File: src/lvdet_pkg.sv
// Constants, register map and timing counts of the low-voltage detector
// controller. Assumes a 100 MHz pclk and 32-bit APB data.
// Function
// - Control register bits 7 and 6 always read as zero.
// - Bit 5 is a read-only flag: 1 low voltage seen, 0 none.
// - Bit 4 switches the detector circuits on (1) or off (0).
// - Bit 3 switches the bandgap buffer on (1) or off (0).
// - Threshold code 0 picks the 1.04V pin check, 1 to 7 pick 2.2V..4.0V.
// - Code 0 compares the sense pin, other codes compare the supply.
// - Flag is high while monitored voltage is below the level, else low.
// - The reference turns on with the detector, without software help.
// - Sleep turns the detector off even when enabled.
// - Flag follows every comparator toggle; no filtering is applied.
// - Delayed request is one shared interrupt source; flag stays pollable.
// - Hardware raises the request only after a fixed delay from the flag rising; software may also preset it.
// - In idle and enabled, a low event sets the request and wakes unless the request is already set; in sleep the detector is off, so no wake.
`default_nettype none

package lvdet_pkg;
   // Register byte offsets
   localparam logic [7:0] OFS_CTRL = 8'h00;
   localparam logic [7:0] OFS_STATUS = 8'h04;
   localparam logic [7:0] OFS_MASK = 8'h08;
   localparam logic [7:0] OFS_SET = 8'h0C;
   localparam logic [7:0] OFS_INFO = 8'h10;
   // Control register fields
   localparam int CTRL_W = 8;
   localparam int BIT_FLAG = 5;
   localparam int BIT_ON = 4;
   localparam int BIT_BGB = 3;
   localparam int THR_HI = 2;
   localparam int THR_LO = 0;
   localparam logic [2:0] THR_EXT_PIN = 3'h0;
   localparam logic [7:0] CTRL_RESET = 8'h00;
   // Status and mask fields
   localparam int IRQ_W = 2;
   localparam int ST_LOWVOLT = 0;
   localparam int ST_SETTLED = 1;
   localparam logic [1:0] IRQ_RESET = 2'h0;
   // Info register fields
   localparam int INFO_SETTLED = 0;
   localparam int INFO_ACTIVE = 1;
   // Timing
   localparam int CLK_NS = 10;
   localparam int SETTLE_NS = 15000;
   localparam int IRQ_DELAY_NS = 60000;
   localparam int CNT_W = 16;
   localparam logic [15:0] SETTLE_CYC =
      16'((SETTLE_NS + CLK_NS - 1) / CLK_NS);
   localparam logic [15:0] IRQ_DELAY_CYC =
      16'((IRQ_DELAY_NS + CLK_NS - 1) / CLK_NS);
   localparam logic [15:0] CNT_ZERO = 16'h0000;
   localparam logic [15:0] CNT_ONE = 16'h0001;
   // Sleep policy: 0 turns the detector off in sleep
   localparam logic SLEEP_KEEPS_DETECTOR = 1'b0;
endpackage

`default_nettype wire

File: src/lvdet_sync2.sv
// Two-stage synchroniser for the asynchronous comparator output.
// Assumes pclk and presetn of the main controller.
`default_nettype none

module lvdet_sync2 (
   // Clock and reset
   input wire logic pclk,
   input wire logic presetn,
   input wire logic ce,
   // Data
   input wire logic d_async,
   output logic q
);
   logic meta_reg;

   // Only the second stage reads the first
   always_ff @(posedge pclk or negedge presetn) begin
      if (!presetn) begin
         meta_reg <= 1'b0;
         q <= 1'b0;
      end else if (ce) begin
         meta_reg <= d_async;
         q <= meta_reg;
      end
   end
endmodule

`default_nettype wire

File: src/lvdet_ctrl.sv
// Low-voltage detector controller: APB registers, analog control outputs,
// flag, settling and interrupt delay counters, interrupt and wake logic.
// Assumes an asynchronous comparator output and sleep/idle level inputs.
//
// Added by the designer: the APB slave port and the address map.
`default_nettype none

module lvdet_ctrl (
   // Clock, reset, enable
   input wire logic pclk,
   input wire logic presetn,
   input wire logic ce,
   // APB slave
   input wire logic psel,
   input wire logic penable,
   input wire logic pwrite,
   input wire logic [7:0] paddr,
   input wire logic [31:0] pwdata,
   output logic [31:0] prdata,
   output logic pready,
   output logic pslverr,
   // Analog side
   input wire logic comp_below_async,
   output logic detector_on,
   output logic reference_on,
   output logic bandgap_buffer_on,
   output logic [2:0] threshold_select,
   output logic external_sense_input,
   // Power state
   input wire logic sleep_mode,
   input wire logic idle_mode,
   // Interrupt and wake
   output logic irq,
   output logic wake_req
);
   logic [2:0] thr_reg;
   logic on_reg;
   logic bgb_reg;
   logic flag_reg;
   logic [1:0] status_reg;
   logic [1:0] status_next;
   logic [1:0] mask_reg;
   logic [15:0] settle_cnt_reg;
   logic settled_reg;
   logic [15:0] irq_cnt_reg;
   logic comp_sync;
   logic access;
   logic wr_take;
   logic irq_fire;
   logic settle_fire;
   logic active;
   logic [1:0] st_clr;
   logic [1:0] st_set;

   // Word select of the current request
   function automatic logic hit(input logic [7:0] a, input logic [7:0] o);
      hit = (a == o);
   endfunction

   function automatic logic mapped(input logic [7:0] a);
      mapped = hit(a, lvdet_pkg::OFS_CTRL) || hit(a, lvdet_pkg::OFS_STATUS)
         || hit(a, lvdet_pkg::OFS_MASK) || hit(a, lvdet_pkg::OFS_SET)
         || hit(a, lvdet_pkg::OFS_INFO);
   endfunction

   lvdet_sync2 u_sync (
      .pclk(pclk),
      .presetn(presetn),
      .ce(ce),
      .d_async(comp_below_async),
      .q(comp_sync)
   );

   assign access = psel && penable && !pready;
   assign wr_take = psel && penable && pready && pwrite && !pslverr;

   // Sleep overrides the enable bit
   assign active = on_reg &&
      !(sleep_mode && !lvdet_pkg::SLEEP_KEEPS_DETECTOR);

   // APB handshake: answer one cycle into the access phase
   always_ff @(posedge pclk or negedge presetn) begin
      if (!presetn) begin
         pready <= 1'b0;
         pslverr <= 1'b0;
      end else if (ce) begin
         pready <= access;
         pslverr <= access && !mapped(paddr);
      end
   end

   // Read data
   always_ff @(posedge pclk or negedge presetn) begin
      if (!presetn) begin
         prdata <= 32'h0000_0000;
      end else if (ce) begin
         prdata <= 32'h0000_0000;
         if (access && !pwrite) begin
            if (hit(paddr, lvdet_pkg::OFS_CTRL)) begin
               // Upper bits stay zero flag read only
               prdata[lvdet_pkg::BIT_FLAG] <= flag_reg;
               prdata[lvdet_pkg::BIT_ON] <= on_reg;
               prdata[lvdet_pkg::BIT_BGB] <= bgb_reg;
               prdata[lvdet_pkg::THR_HI:lvdet_pkg::THR_LO] <= thr_reg;
            end else if (hit(paddr, lvdet_pkg::OFS_STATUS)) begin
               prdata[1:0] <= status_reg;
            end else if (hit(paddr, lvdet_pkg::OFS_MASK)) begin
               prdata[1:0] <= mask_reg;
            end else if (hit(paddr, lvdet_pkg::OFS_INFO)) begin
               prdata[lvdet_pkg::INFO_SETTLED] <= settled_reg;
               prdata[lvdet_pkg::INFO_ACTIVE] <= active;
            end
         end
      end
   end

   // Control fields written by software
   always_ff @(posedge pclk or negedge presetn) begin
      if (!presetn) begin
         on_reg <= lvdet_pkg::CTRL_RESET[lvdet_pkg::BIT_ON];
         bgb_reg <= lvdet_pkg::CTRL_RESET[lvdet_pkg::BIT_BGB];
         thr_reg <=
            lvdet_pkg::CTRL_RESET[lvdet_pkg::THR_HI:lvdet_pkg::THR_LO];
      end else if (ce && wr_take && hit(paddr, lvdet_pkg::OFS_CTRL)) begin
         on_reg <= pwdata[lvdet_pkg::BIT_ON];
         bgb_reg <= pwdata[lvdet_pkg::BIT_BGB];
         thr_reg <= pwdata[lvdet_pkg::THR_HI:lvdet_pkg::THR_LO];
      end
   end

   // Mask register
   always_ff @(posedge pclk or negedge presetn) begin
      if (!presetn) begin
         mask_reg <= lvdet_pkg::IRQ_RESET;
      end else if (ce && wr_take && hit(paddr, lvdet_pkg::OFS_MASK)) begin
         mask_reg <= pwdata[1:0];
      end
   end

   // Analog control outputs
   always_ff @(posedge pclk or negedge presetn) begin
      if (!presetn) begin
         detector_on <= 1'b0;
         reference_on <= 1'b0;
         bandgap_buffer_on <= 1'b0;
         threshold_select <= lvdet_pkg::THR_EXT_PIN;
         external_sense_input <= 1'b1;
      end else if (ce) begin
         detector_on <= active;
         reference_on <= active;
         bandgap_buffer_on <= bgb_reg;
         threshold_select <= thr_reg;
         external_sense_input <= (thr_reg == lvdet_pkg::THR_EXT_PIN);
      end
   end

   // Flag tracks the synchronised comparator, no filter
   always_ff @(posedge pclk or negedge presetn) begin
      if (!presetn) begin
         flag_reg <= 1'b0;
      end else if (ce) begin
         flag_reg <= active && comp_sync;
      end
   end

   // Settling counter, restarted whenever the detector is off
   always_ff @(posedge pclk or negedge presetn) begin
      if (!presetn) begin
         settle_cnt_reg <= lvdet_pkg::CNT_ZERO;
         settled_reg <= 1'b0;
      end else if (ce) begin
         if (!active) begin
            settle_cnt_reg <= lvdet_pkg::CNT_ZERO;
            settled_reg <= 1'b0;
         end else if (settle_cnt_reg != lvdet_pkg::SETTLE_CYC) begin
            settle_cnt_reg <= settle_cnt_reg + lvdet_pkg::CNT_ONE;
            settled_reg <= settle_fire;
         end
      end
   end

   // Software reads the settled bit before trusting the flag
   assign settle_fire = active &&
      (settle_cnt_reg == lvdet_pkg::SETTLE_CYC - lvdet_pkg::CNT_ONE);

   // Interrupt delay counter, restarted on each flag rise
   always_ff @(posedge pclk or negedge presetn) begin
      if (!presetn) begin
         irq_cnt_reg <= lvdet_pkg::CNT_ZERO;
      end else if (ce) begin
         if (!flag_reg) begin
            irq_cnt_reg <= lvdet_pkg::CNT_ZERO;
         end else if (irq_cnt_reg != lvdet_pkg::IRQ_DELAY_CYC) begin
            irq_cnt_reg <= irq_cnt_reg + lvdet_pkg::CNT_ONE;
         end
      end
   end

   assign irq_fire = flag_reg &&
      (irq_cnt_reg == lvdet_pkg::IRQ_DELAY_CYC - lvdet_pkg::CNT_ONE);

   // Sticky status; set wins over clear; software may preset
   always_comb begin
      st_clr = 2'h0;
      st_set = 2'h0;
      if (wr_take && hit(paddr, lvdet_pkg::OFS_STATUS)) begin
         st_clr = pwdata[1:0];
      end
      if (wr_take && hit(paddr, lvdet_pkg::OFS_SET)) begin
         st_set = pwdata[1:0];
      end
      st_set[lvdet_pkg::ST_LOWVOLT] = st_set[lvdet_pkg::ST_LOWVOLT] ||
         irq_fire;
      st_set[lvdet_pkg::ST_SETTLED] = st_set[lvdet_pkg::ST_SETTLED] ||
         settle_fire;
      status_next = (status_reg & ~st_clr) | st_set;
   end

   // Stale requests are cleared by software before unmasking
   always_ff @(posedge pclk or negedge presetn) begin
      if (!presetn) begin
         status_reg <= lvdet_pkg::IRQ_RESET;
      end else if (ce) begin
         status_reg <= status_next;
      end
   end

   // Shared interrupt output and wake request
   always_ff @(posedge pclk or negedge presetn) begin
      if (!presetn) begin
         irq <= 1'b0;
         wake_req <= 1'b0;
      end else if (ce) begin
         irq <= |(status_next & mask_reg);
         wake_req <= (sleep_mode || idle_mode) && irq_fire &&
            !status_reg[lvdet_pkg::ST_LOWVOLT];
      end
   end

   property p_reserved_zero;
      @(posedge pclk) disable iff (!presetn || !ce)
      (access && !pwrite && hit(paddr, lvdet_pkg::OFS_CTRL))
         |=> prdata[7:6] == 2'h0;
   endproperty
   a_reserved_zero: assert property (p_reserved_zero)
      else $error("reserved control bits read nonzero");

   property p_flag_read;
      @(posedge pclk) disable iff (!presetn || !ce)
      (access && !pwrite && hit(paddr, lvdet_pkg::OFS_CTRL))
         |=> prdata[lvdet_pkg::BIT_FLAG] == $past(flag_reg);
   endproperty
   a_flag_read: assert property (p_flag_read)
      else $error("flag read does not match flag");

   property p_on_follows;
      @(posedge pclk) disable iff (!presetn || !ce)
      (wr_take && hit(paddr, lvdet_pkg::OFS_CTRL) && !sleep_mode)
         ##1 (ce && !sleep_mode)
         |=> detector_on == $past(pwdata[lvdet_pkg::BIT_ON], 2);
   endproperty
   a_on_follows: assert property (p_on_follows)
      else $error("detector enable not applied");

   property p_bgb;
      @(posedge pclk) disable iff (!presetn || !ce)
      ##1 bandgap_buffer_on == $past(bgb_reg);
   endproperty
   a_bgb: assert property (p_bgb)
      else $error("bandgap buffer output mismatch");

   property p_ext_sel;
      @(posedge pclk) disable iff (!presetn || !ce)
      external_sense_input == (threshold_select == lvdet_pkg::THR_EXT_PIN);
   endproperty
   a_ext_sel: assert property (p_ext_sel)
      else $error("sense source does not match code");

   property p_flag_low_off;
      @(posedge pclk) disable iff (!presetn || !ce)
      !active |=> !flag_reg;
   endproperty
   a_flag_low_off: assert property (p_flag_low_off)
      else $error("flag high while detector off");

   property p_ref_auto;
      @(posedge pclk) disable iff (!presetn || !ce)
      ##1 reference_on == detector_on;
   endproperty
   a_ref_auto: assert property (p_ref_auto)
      else $error("reference not tied to detector");

   property p_sleep_off;
      @(posedge pclk) disable iff (!presetn || !ce)
      sleep_mode |=> !detector_on;
   endproperty
   a_sleep_off: assert property (p_sleep_off)
      else $error("detector on during sleep");

   property p_sync_path;
      @(posedge pclk) disable iff (!presetn || !ce)
      (active && comp_sync) |=> flag_reg;
   endproperty
   a_sync_path: assert property (p_sync_path)
      else $error("flag missed synchronised input");

   property p_irq_delay;
      @(posedge pclk) disable iff (!presetn || !ce)
      ($rose(status_reg[lvdet_pkg::ST_LOWVOLT]) && !$past(wr_take))
         |-> $past(flag_reg)
         && ($past(irq_cnt_reg) == lvdet_pkg::IRQ_DELAY_CYC - 16'h0001);
   endproperty
   a_irq_delay: assert property (p_irq_delay)
      else $error("request not raised after delay");

   property p_cnt_restart;
      @(posedge pclk) disable iff (!presetn || !ce)
      $rose(flag_reg) |-> irq_cnt_reg == 16'h0000;
   endproperty
   a_cnt_restart: assert property (p_cnt_restart)
      else $error("delay counter not restarted");

   property p_irq_out;
      @(posedge pclk) disable iff (!presetn || !ce)
      ##1 irq == |(status_reg & $past(mask_reg));
   endproperty
   a_irq_out: assert property (p_irq_out)
      else $error("interrupt output mismatch");

   property p_wake;
      @(posedge pclk) disable iff (!presetn || !ce)
      (irq_fire && idle_mode && !status_reg[lvdet_pkg::ST_LOWVOLT])
         |=> wake_req ##1 (!ce || !wake_req);
   endproperty
   a_wake: assert property (p_wake)
      else $error("wake pulse wrong");
endmodule

`default_nettype wire

File: config.mk
export PLATFORM = sky130hd
export DESIGN_NAME = lvdet_ctrl
export DESIGN_NICKNAME = d
export VERILOG_FILES = /design/src/lvdet_pkg.sv /design/src/lvdet_sync2.sv /design/src/lvdet_ctrl.sv
export SDC_FILE = /design/constraint.sdc
export NUM_CORES = 1
export LEC_CHECK = 0
export ABC_AREA = 1
export BUFFER_PORTS_ARGS = -buffer_cell sky130_fd_sc_hd__buf_2
export CELL_PAD_IN_SITES_DETAIL_PLACEMENT = 1
export CELL_PAD_IN_SITES_GLOBAL_PLACEMENT = 1
export CORE_ASPECT_RATIO = 1.75
export CORE_MARGIN = 8
export CORE_UTILIZATION = 40
export CTS_BUF_LIST = sky130_fd_sc_hd__clkbuf_2 sky130_fd_sc_hd__clkbuf_4 sky130_fd_sc_hd__clkbuf_8
export DETAILED_ROUTE_END_ITERATION = 16
export PLACE_DENSITY_LB_ADDON = 0.1
export SLEW_MARGIN = 30
export SYNTH_ARGS = -nofsm -noshare
export SYNTH_HDL_FRONTEND = slang
export SYNTH_SLANG_ARGS = --single-unit
export TNS_END_PERCENT = 10
File: constraint.sdc
create_clock -name pclk -period 1.7 [get_ports pclk]
set_input_delay 0.425 -clock pclk [delete_from_list [all_inputs] [get_ports pclk]]
set_output_delay 0.425 -clock pclk [all_outputs]
set_load 0.005 [all_outputs]
==> results of run 1 <==
layout by cell type (no fill, tap or decap), types with 11 or more instances in the layout:
master,synthesis,routed
nor2_1,45,44
dfrtp_1,60,60
buf_2,2,38
o21ai_1,11,11
o21ai_0,22,22
nand2_1,118,118
nand3_1,47,47
conb_1,1,26
nand4_1,30,30
buf_4,28,16
inv_1,44,44
power by group:
| group | internal, W | switching, W | total [W] |
|---|---|---|---|
| registers | 0.00148 | 0.0000317 | 0.00152 |
| logic | 0.000113 | 0.000210 | 0.000323 |
| clock network | 0.000697 | 0.000685 | 0.00138 |
| total | 0.00229 | 0.000927 | 0.00322 |
synth_stat cells (all sizes together):
library cell    n  area share
a31oi           1      0.0017
nor3           10       0.019
o41ai           1      0.0023
o211ai          2      0.0040
o21ai          42       0.065
xnor2           1      0.0023
nor2           56       0.069
ha              4       0.013
nor3b           1      0.0033
or2             5      0.0083
clkbuf          4      0.0050
a32o            2      0.0053
mux2            1      0.0040
and2            1      0.0023
conb            1      0.0010
dfstp           1      0.0070
o22ai           2      0.0033
nand2         124        0.13
nand3          49       0.068
a21oi           3      0.0040
inv            50       0.050
nand4          30       0.050
xor2            6       0.014
a31o            1      0.0023
buf            33       0.067
nand3b          1      0.0020
dfrtp          60        0.40
worst max-delay path, stage by stage (launching register included):
cell and delay, ns:
dfrtp_1 0.43, ha_1 0.22, nand3_2 0.14, nor2_2 0.15, nand3_1 0.12, xor2_1 0.16, or2_0 0.21, o21ai_2 0.11
cell type report:
cell class,count,area [um^2]
clock buffer,9,124
tap,122,153
fill,1229,4920
sequential,61,1530
inverter,50,190
timing repair buffer,59,410
clock inverter,7,81.3
multi-input combinational,369,1880
stage by stage:
| stage | utilization | hold slack, ns |
|---|---|---|
| 2_1_floorplan | - | 0.129 |
| 3_5_place_dp | 0.447 | 0.455 |
| 4_1_cts | 0.469 | 0.0736 |
| 3_3_place_gp | 0.447 | 0.452 |
| 6_report | 0.470 | 0.0502 |
| 5_1_grt | 0.470 | 0.0908 |
cell families after synthesis:
family / after synthesis
xor+xnor: 7
flops: 61
other cells: 1
fa+ha+maj: 4
mux: 1
simple gates: 277
buf+inv: 87
compound gates: 54
layer usage:
layer | global-route usage | share of wire | vias to the layer above
met5 | 0 | 0 | -
met4 | 0.0723 | 0.025 | 0
met3 | 0.0415 | 0.031 | 16
met2 | 0.338 | 0.55 | 50
met1 | 0.187 | 0.39 | 1628
li1 | - | - | 1679
worst min path at each step:
stage / to / start
6_report: prdata[4] / presetn
3_5_place_dp: bandgap_buffer_on / bandgap_buffer_on
5_1_grt: prdata[4] / presetn
2_1_floorplan: bandgap_buffer_on / presetn
3_3_place_gp: bandgap_buffer_on / bandgap_buffer_on
4_1_cts: prdata[4] / presetn
==> qor.csv, run 1 <==
metric,value,unit
status,"complete, no violations",
startpoint,irq_cnt_reg[0],
cts.path.max_buffers,2,
diodes,0,
reg2reg_depth,7,
pwr_density_cell,738,nW/um^2
fmax,623,MHz
cp_data_required_time,1.99,ns
grt_pass1_wl,17.8,mm
port_buffers,38,
floorplan.rows,47,
wire_per_inst,15.8,um
routed_wl,10.7,mm
reg2reg_slack,0.1,ns
vdd_ir_drop_max,0.383,mV
synth_top_family_by_area,simple AND/OR/NAND/NOR gates,
syn_area_per_cell,7.66,um^2
tns,0,ns
gp_congestion,0.888,
die_area,12900,um^2
cts_tree,yes,
synthXorXnorAreaFrac,0.0163,
muxShareOfSynthArea,0.00399,
syn-cell-area,3770,um^2
dp_hpwl,8.37,mm
dr.pass1.iters,4,
cts_htree_levels,3,
die_h,144,um
grt_max_degree,62,
fp.dieW,89.4,um
post-route-period-util,0.944,
p_leak,2.06,nW
yosys_register_bits,61,
r2r_end,irq_cnt_reg[14],
post_cts_resized,0,
path_clk_slew,0.08,ns
dp_cells,661,
numCtsBuffers,9,
core,9290,um^2
ant_nets,0,
grt_usage,0.182,
drcViolationCount,0,
cp-start-kind,flop,
hold_viol_final,0,
yosysWarnings,0,
cts_setup_buffers,0,
fin_skew,0.00700,ns
end_kind,flop,
clkLatencyLatePin,0.36,ns
final_cells,677,
synthCells,492,
area_growth,15.9,%
drv_slew,0,
ios,92,
timing.rr.start,irq_cnt_reg[0],
p_total,0.00322,W
routed_via_density,4.98,
drt_iter0_markers,91,
dpl_cell_area,4150,um^2
grt_pass1_vias,3625,
cts_hold_buffers,0,
endpoint,irq_cnt_reg[14],
setup_violations,0,
crit_arrival,1.89,ns
fin_ws,0.0958,ns
critPathKind,reg2reg,
synth-seq-area-share,0.406,
synthAdderAreaFrac,0.0133,
vias,3373,
clkSinkCount,61,
drv_cap,0,
synth_compound_area_frac,0.0877,
ys_types,43,
gr-total-overflow,0,
min_period,1.60,ns
start_util,0.405,
worstPathMaxFanout,5,
antenna_found_initial,0,
place_ws,0.103,ns
root_buffer,clkbuf_8,
hold_class,in2async,
rsz0062_at_grt,false,
yosys.area_share.simple,0.349,
nNetsFinal,603,
drive_gt1_frac,0.222,
stdcell_area,4370,um^2
Power figures use the tool's default switching activity.
==> run 2: changes to the inputs <==
Settings changed: RECOVER_POWER set to 50.
==> qor.csv, run 2 (synthesis gave the netlist of run 1 again) <==
metric,value,unit
nNetsFinal,603,
p_int,0.00229,W
p_seq_frac,0.472,
wire_per_inst,15.8,um
vias,3380,
grt_pass1_vias,3625,
layout_common_cells,"118 x nand2_1, 60 x dfrtp_1, 47 x nand3_1",
multi_input_area,1880,um^2
hold_class,in2reg,
antenna_found_initial,0,
dp_hpwl,8.37,mm
core,9290,um^2
grt_usage,0.182,
gp_congestion,0.888,
relSlewSlack,0.0646,
critPathKind,reg2reg,
worstPathMaxFanout,5,
drv_slew,0,
fillers,1229,
fp.dieW,89.4,um
routed_wl,10.7,mm
path_clk_slew,0.08,ns
worst_pin_slew,1.40,ns
die_h,144,um
area_growth,15.3,%
start_util,0.405,
end_kind,flop,
ff_latch_area,1530,um^2
cp_data_required_time,1.99,ns
wirelength_met1,4.14,mm
ant_nets,0,
top_layer,met4,
gr-total-overflow,0,
power_switching_share,0.288,
rsz0062_at_grt,false,
vdd_ir_drop_max,0.382,mV
grt_max_degree,62,
tns,0,ns
cts.path.max_buffers,2,
routed_via_density,4.99,
ios,92,
port_buffers,38,
post-route-period-util,0.946,
hold_viol_final,0,
drt_iter0_markers,79,
clkPwrFrac,0.430,
status,"complete, no violations",
p_leak,2.04,nW
p_comb_frac,0.098,
numCtsBuffers,9,
fmax,622,MHz
pwr_density_cell,740,nW/um^2
route.met3.wl,363,um
clkSinkCount,61,
min_period,1.61,ns
crit_arrival,1.89,ns
place_ws,0.103,ns
cts_hold_buffers,0,
setup_violations,0,
fin_ws,0.0924,ns
dr_wl_met2,5.93,mm
p_switching,0.000926,W
clkLatencyLatePin,0.36,ns
drive_gt1_frac,0.218,
drv_cap,0,
final_common_cell,nand2_1,
root_buffer,clkbuf_8,
drcViolationCount,0,
cts_htree_levels,3,
cts_tree,yes,
dr.pass1.iters,4,
diodes,0,
die_area,12900,um^2
fin_skew,0.00666,ns
cp-start-kind,flop,
floorplan.rows,47,
grt_pass1_wl,17.8,mm
run 2: cell count changes in the layout (fill, tap and decap cells not counted):
cell / change
clkbuf_1: +2
inv_4: -1
buf_4: -1
buf_12: -1
clkinvlp_2: +1
run 2: area by class of cell:
type                    instances  area share
multi-input cells             369       0.433
flip-flops and latches         61       0.352
repair buffers                 59      0.0898
inverters                      50      0.0435
well taps                     122      0.0351
clock buffers                   9      0.0285
clock inverters                 7      0.0187
run 2: through the flow:
stage,area (um^2),utilization,cells,hold WS [ns],power [W]
floorplan,3860,-,517,0.129,0.00174
global placement,4150,0.447,661,0.452,0.00186
detailed placement,4150,0.447,661,0.455,0.00187
CTS,4360,0.469,677,0.0736,0.00327
global route,4350,0.468,677,0.275,0.00337
finish,4350,0.468,677,0.288,0.00321
run 2: what timing repair did:
action,CTS,global route
buffers inserted,0,0
resized for setup,0,3
endpoints found under the setup margin,0,7
run 2: worst paths after layout:
path	start	end	slack [ns]	depth (start not counted)
hold / removal	comp_below_async	u_sync.meta_reg	0.29	3
max in group asynchronous	presetn	irq_cnt_reg[0]	0.36	2
setup reg to reg	irq_cnt_reg[0]	irq_cnt_reg[14]	0.09	7
setup / recovery	irq_cnt_reg[0]	irq_cnt_reg[14]	0.09	7
hold reg to reg	bandgap_buffer_on	bandgap_buffer_on	0.47	2
min in group asynchronous	presetn	prdata[4]	0.47	2
run 2: power groups by stage:
stage                     combinational, W  clock (W)  sequential [W]
final                             0.000316    0.00138         0.00152
after global routing              0.000358    0.00149         0.00152
after CTS                         0.000328    0.00142         0.00152
after detailed placement          0.000326          0         0.00155
after global placement            0.000320          0         0.00154
after floorplan                   0.000208          0         0.00154
run 2: routing by layer:
layer	up-vias	global-route usage
li1	1680	-
met1	1632	0.187
met2	50	0.338
met3	18	0.0415
met4	0	0.0723
met5	-	0
run 2: critical path, stage by stage, from the launching register on:
cell and delay, ns:
dfrtp_1 0.43, ha_1 0.22, nand3_2 0.14, nor2_2 0.15, nand3_1 0.12, xor2_1 0.16, or2_0 0.21, o21ai_2 0.11
==> run 3: changes to the inputs <==
Clock period 1.7 ns to 1.49 ns, I/O delays scaled along.
==> qor.csv, run 3 (synthesis gave the netlist of run 1 again) <==
metric,value,unit
grt_max_degree,62,
pwr_density_cell,791,nW/um^2
antenna_found_initial,0,
diodes,0,
end_kind,flop,
critPathKind,reg2reg,
fp.dieW,89.4,um
p_switching,0.00107,W
p_total,0.00375,W
start_util,0.405,
worst_pin_slew,0.882,ns
grt_pass1_vias,3925,
dr.pass1.iters,4,
drcViolationCount,0,
cts.path.max_buffers,2,
die_h,144,um
grt_pass1_wl,19.0,mm
path_clk_slew,0.08,ns
tns,-0.0318,ns
fin_skew,0.00856,ns
cp_data_required_time,1.78,ns
clkPwrFrac,0.426,
gp_congestion,0.850,
cp-start-kind,flop,
r2r_end,irq_cnt_reg[14],
clkSinkCount,61,
whs,0.224,ns
power_switching_share,0.285,
wire_per_inst,16.2,um
cts_tree,yes,
p_seq_frac,0.460,
port_buffers,38,
hold_class,in2async,
ios,92,
numCtsBuffers,9,
drv_slew,0,
worstPathMaxFanout,5,
vias,3590,
fin_ws,-0.0264,ns
floorplan.rows,47,
rsz0062_at_grt,true,
p_leak,2.25,nW
gr-total-overflow,0,
nNetsFinal,637,
status,"finished, violations left",
post-route-period-util,1.02,
min_period,1.52,ns
reg2reg_depth,7,
ant_nets,0,
final_common_cell,nand2_1,
drt_iter0_markers,116,
drive_gt1_frac,0.309,
die_area,12900,um^2
p_int,0.00268,W
relSlewSlack,0.412,
dp_hpwl,8.87,mm
violations,setup timing,
crit_arrival,1.81,ns
reg2reg_slack,-0.03,ns
timing.rr.start,irq_cnt_reg[0],
setup_violations,2,
area_growth,25.9,%
grt_usage,0.193,
fmax,659,MHz
core,9290,um^2
stdcell_area,4740,um^2
drv_cap,0,
vdd_ir_drop_max,0.606,mV
routed_wl,11.5,mm
dpl_cell_area,4350,um^2
cts_htree_levels,3,
root_buffer,clkbuf_8,
routed_via_density,5.05,
hold_viol_final,0,
layout_common_cells,"113 x nand2_1, 53 x dfrtp_1, 47 x buf_4",
p_comb_frac,0.114,
clkLatencyLatePin,0.36,ns
[run 3: cell count changes in the layout (fill, tap and decap cells not counted), moves of 3 or more]
cell,previous run,this run
o21ai_1,11,14
inv_2,5,10
o21ai_2,9,13
buf_4,15,47
nand2_2,6,11
dfrtp_2,0,7
o21ai_0,22,15
nand2_1,118,113
inv_1,44,39
dfrtp_1,60,53
[run 3: per-stage QoR]
step / utilization / setup WS (ns) / std cells
floorplan: - / 0.0382 / 517
global placement: 0.468 / -0.0924 / 684
detailed placement: 0.468 / -0.114 / 684
CTS: 0.495 / -0.0432 / 701
global route: 0.511 / -0.117 / 711
finish: 0.511 / -0.0264 / 711
[run 3: worst max path at each step]
stage / start / endpoint / cells past startpoint / slack, ns
global placement: irq_cnt_reg[0] / irq_cnt_reg[14] / 9 / -0.09
global route: settle_cnt_reg[15] / settle_cnt_reg[11] / 8 / -0.12
detailed placement: irq_cnt_reg[0] / irq_cnt_reg[14] / 9 / -0.11
finish: irq_cnt_reg[0] / irq_cnt_reg[14] / 7 / -0.03
floorplan: irq_cnt_reg[0] / irq_cnt_reg[12] / 9 / 0.04
CTS: irq_cnt_reg[0] / irq_cnt_reg[14] / 7 / -0.04
[run 3: per-layer routing]
layer,share of wire,track usage,vias up
met5,0,0,-
met4,0.027,0.0785,0
met3,0.031,0.0313,25
met2,0.59,0.383,46
met1,0.36,0.185,1762
li1,-,-,1757
[run 3: final cells by class]
class                           instances  area (um^2)
Sequential cell                        61         1540
Clock inverter                          6         71.3
Inverter                               50          190
Timing Repair Buffer                   93          696
Tap cell                              122          153
Fill cell                            1222         4550
Multi-Input combinational cell        369         1960
Clock buffer                           10          138
[run 3: power by group through the flow]
stage	Combinational, W	Clock, W	Sequential, W
2_1_floorplan	0.000237	0	0.00175
5_1_grt	0.000475	0.00168	0.00173
3_3_place_gp	0.000394	0	0.00176
6_report	0.000426	0.00160	0.00173
3_5_place_dp	0.000405	0	0.00176
4_1_cts	0.000416	0.00164	0.00173
[run 3: what timing repair did]
action,4_1_cts,5_1_grt
hold buffers,0,0
pin swaps,2,7
endpoints found under the setup margin,17,34
cloned,0,1
buffers inserted,1,9
resized for setup,9,32
[run 3: worst max-delay path, cell delays in order, from the launching register on]
cell	delay, ns
dfrtp_1	0.40
ha_2	0.23
nand3_4	0.11
nor2_2	0.13
nand3_1	0.11
xor2_1	0.15
or2_0	0.21
o21ai_2	0.11
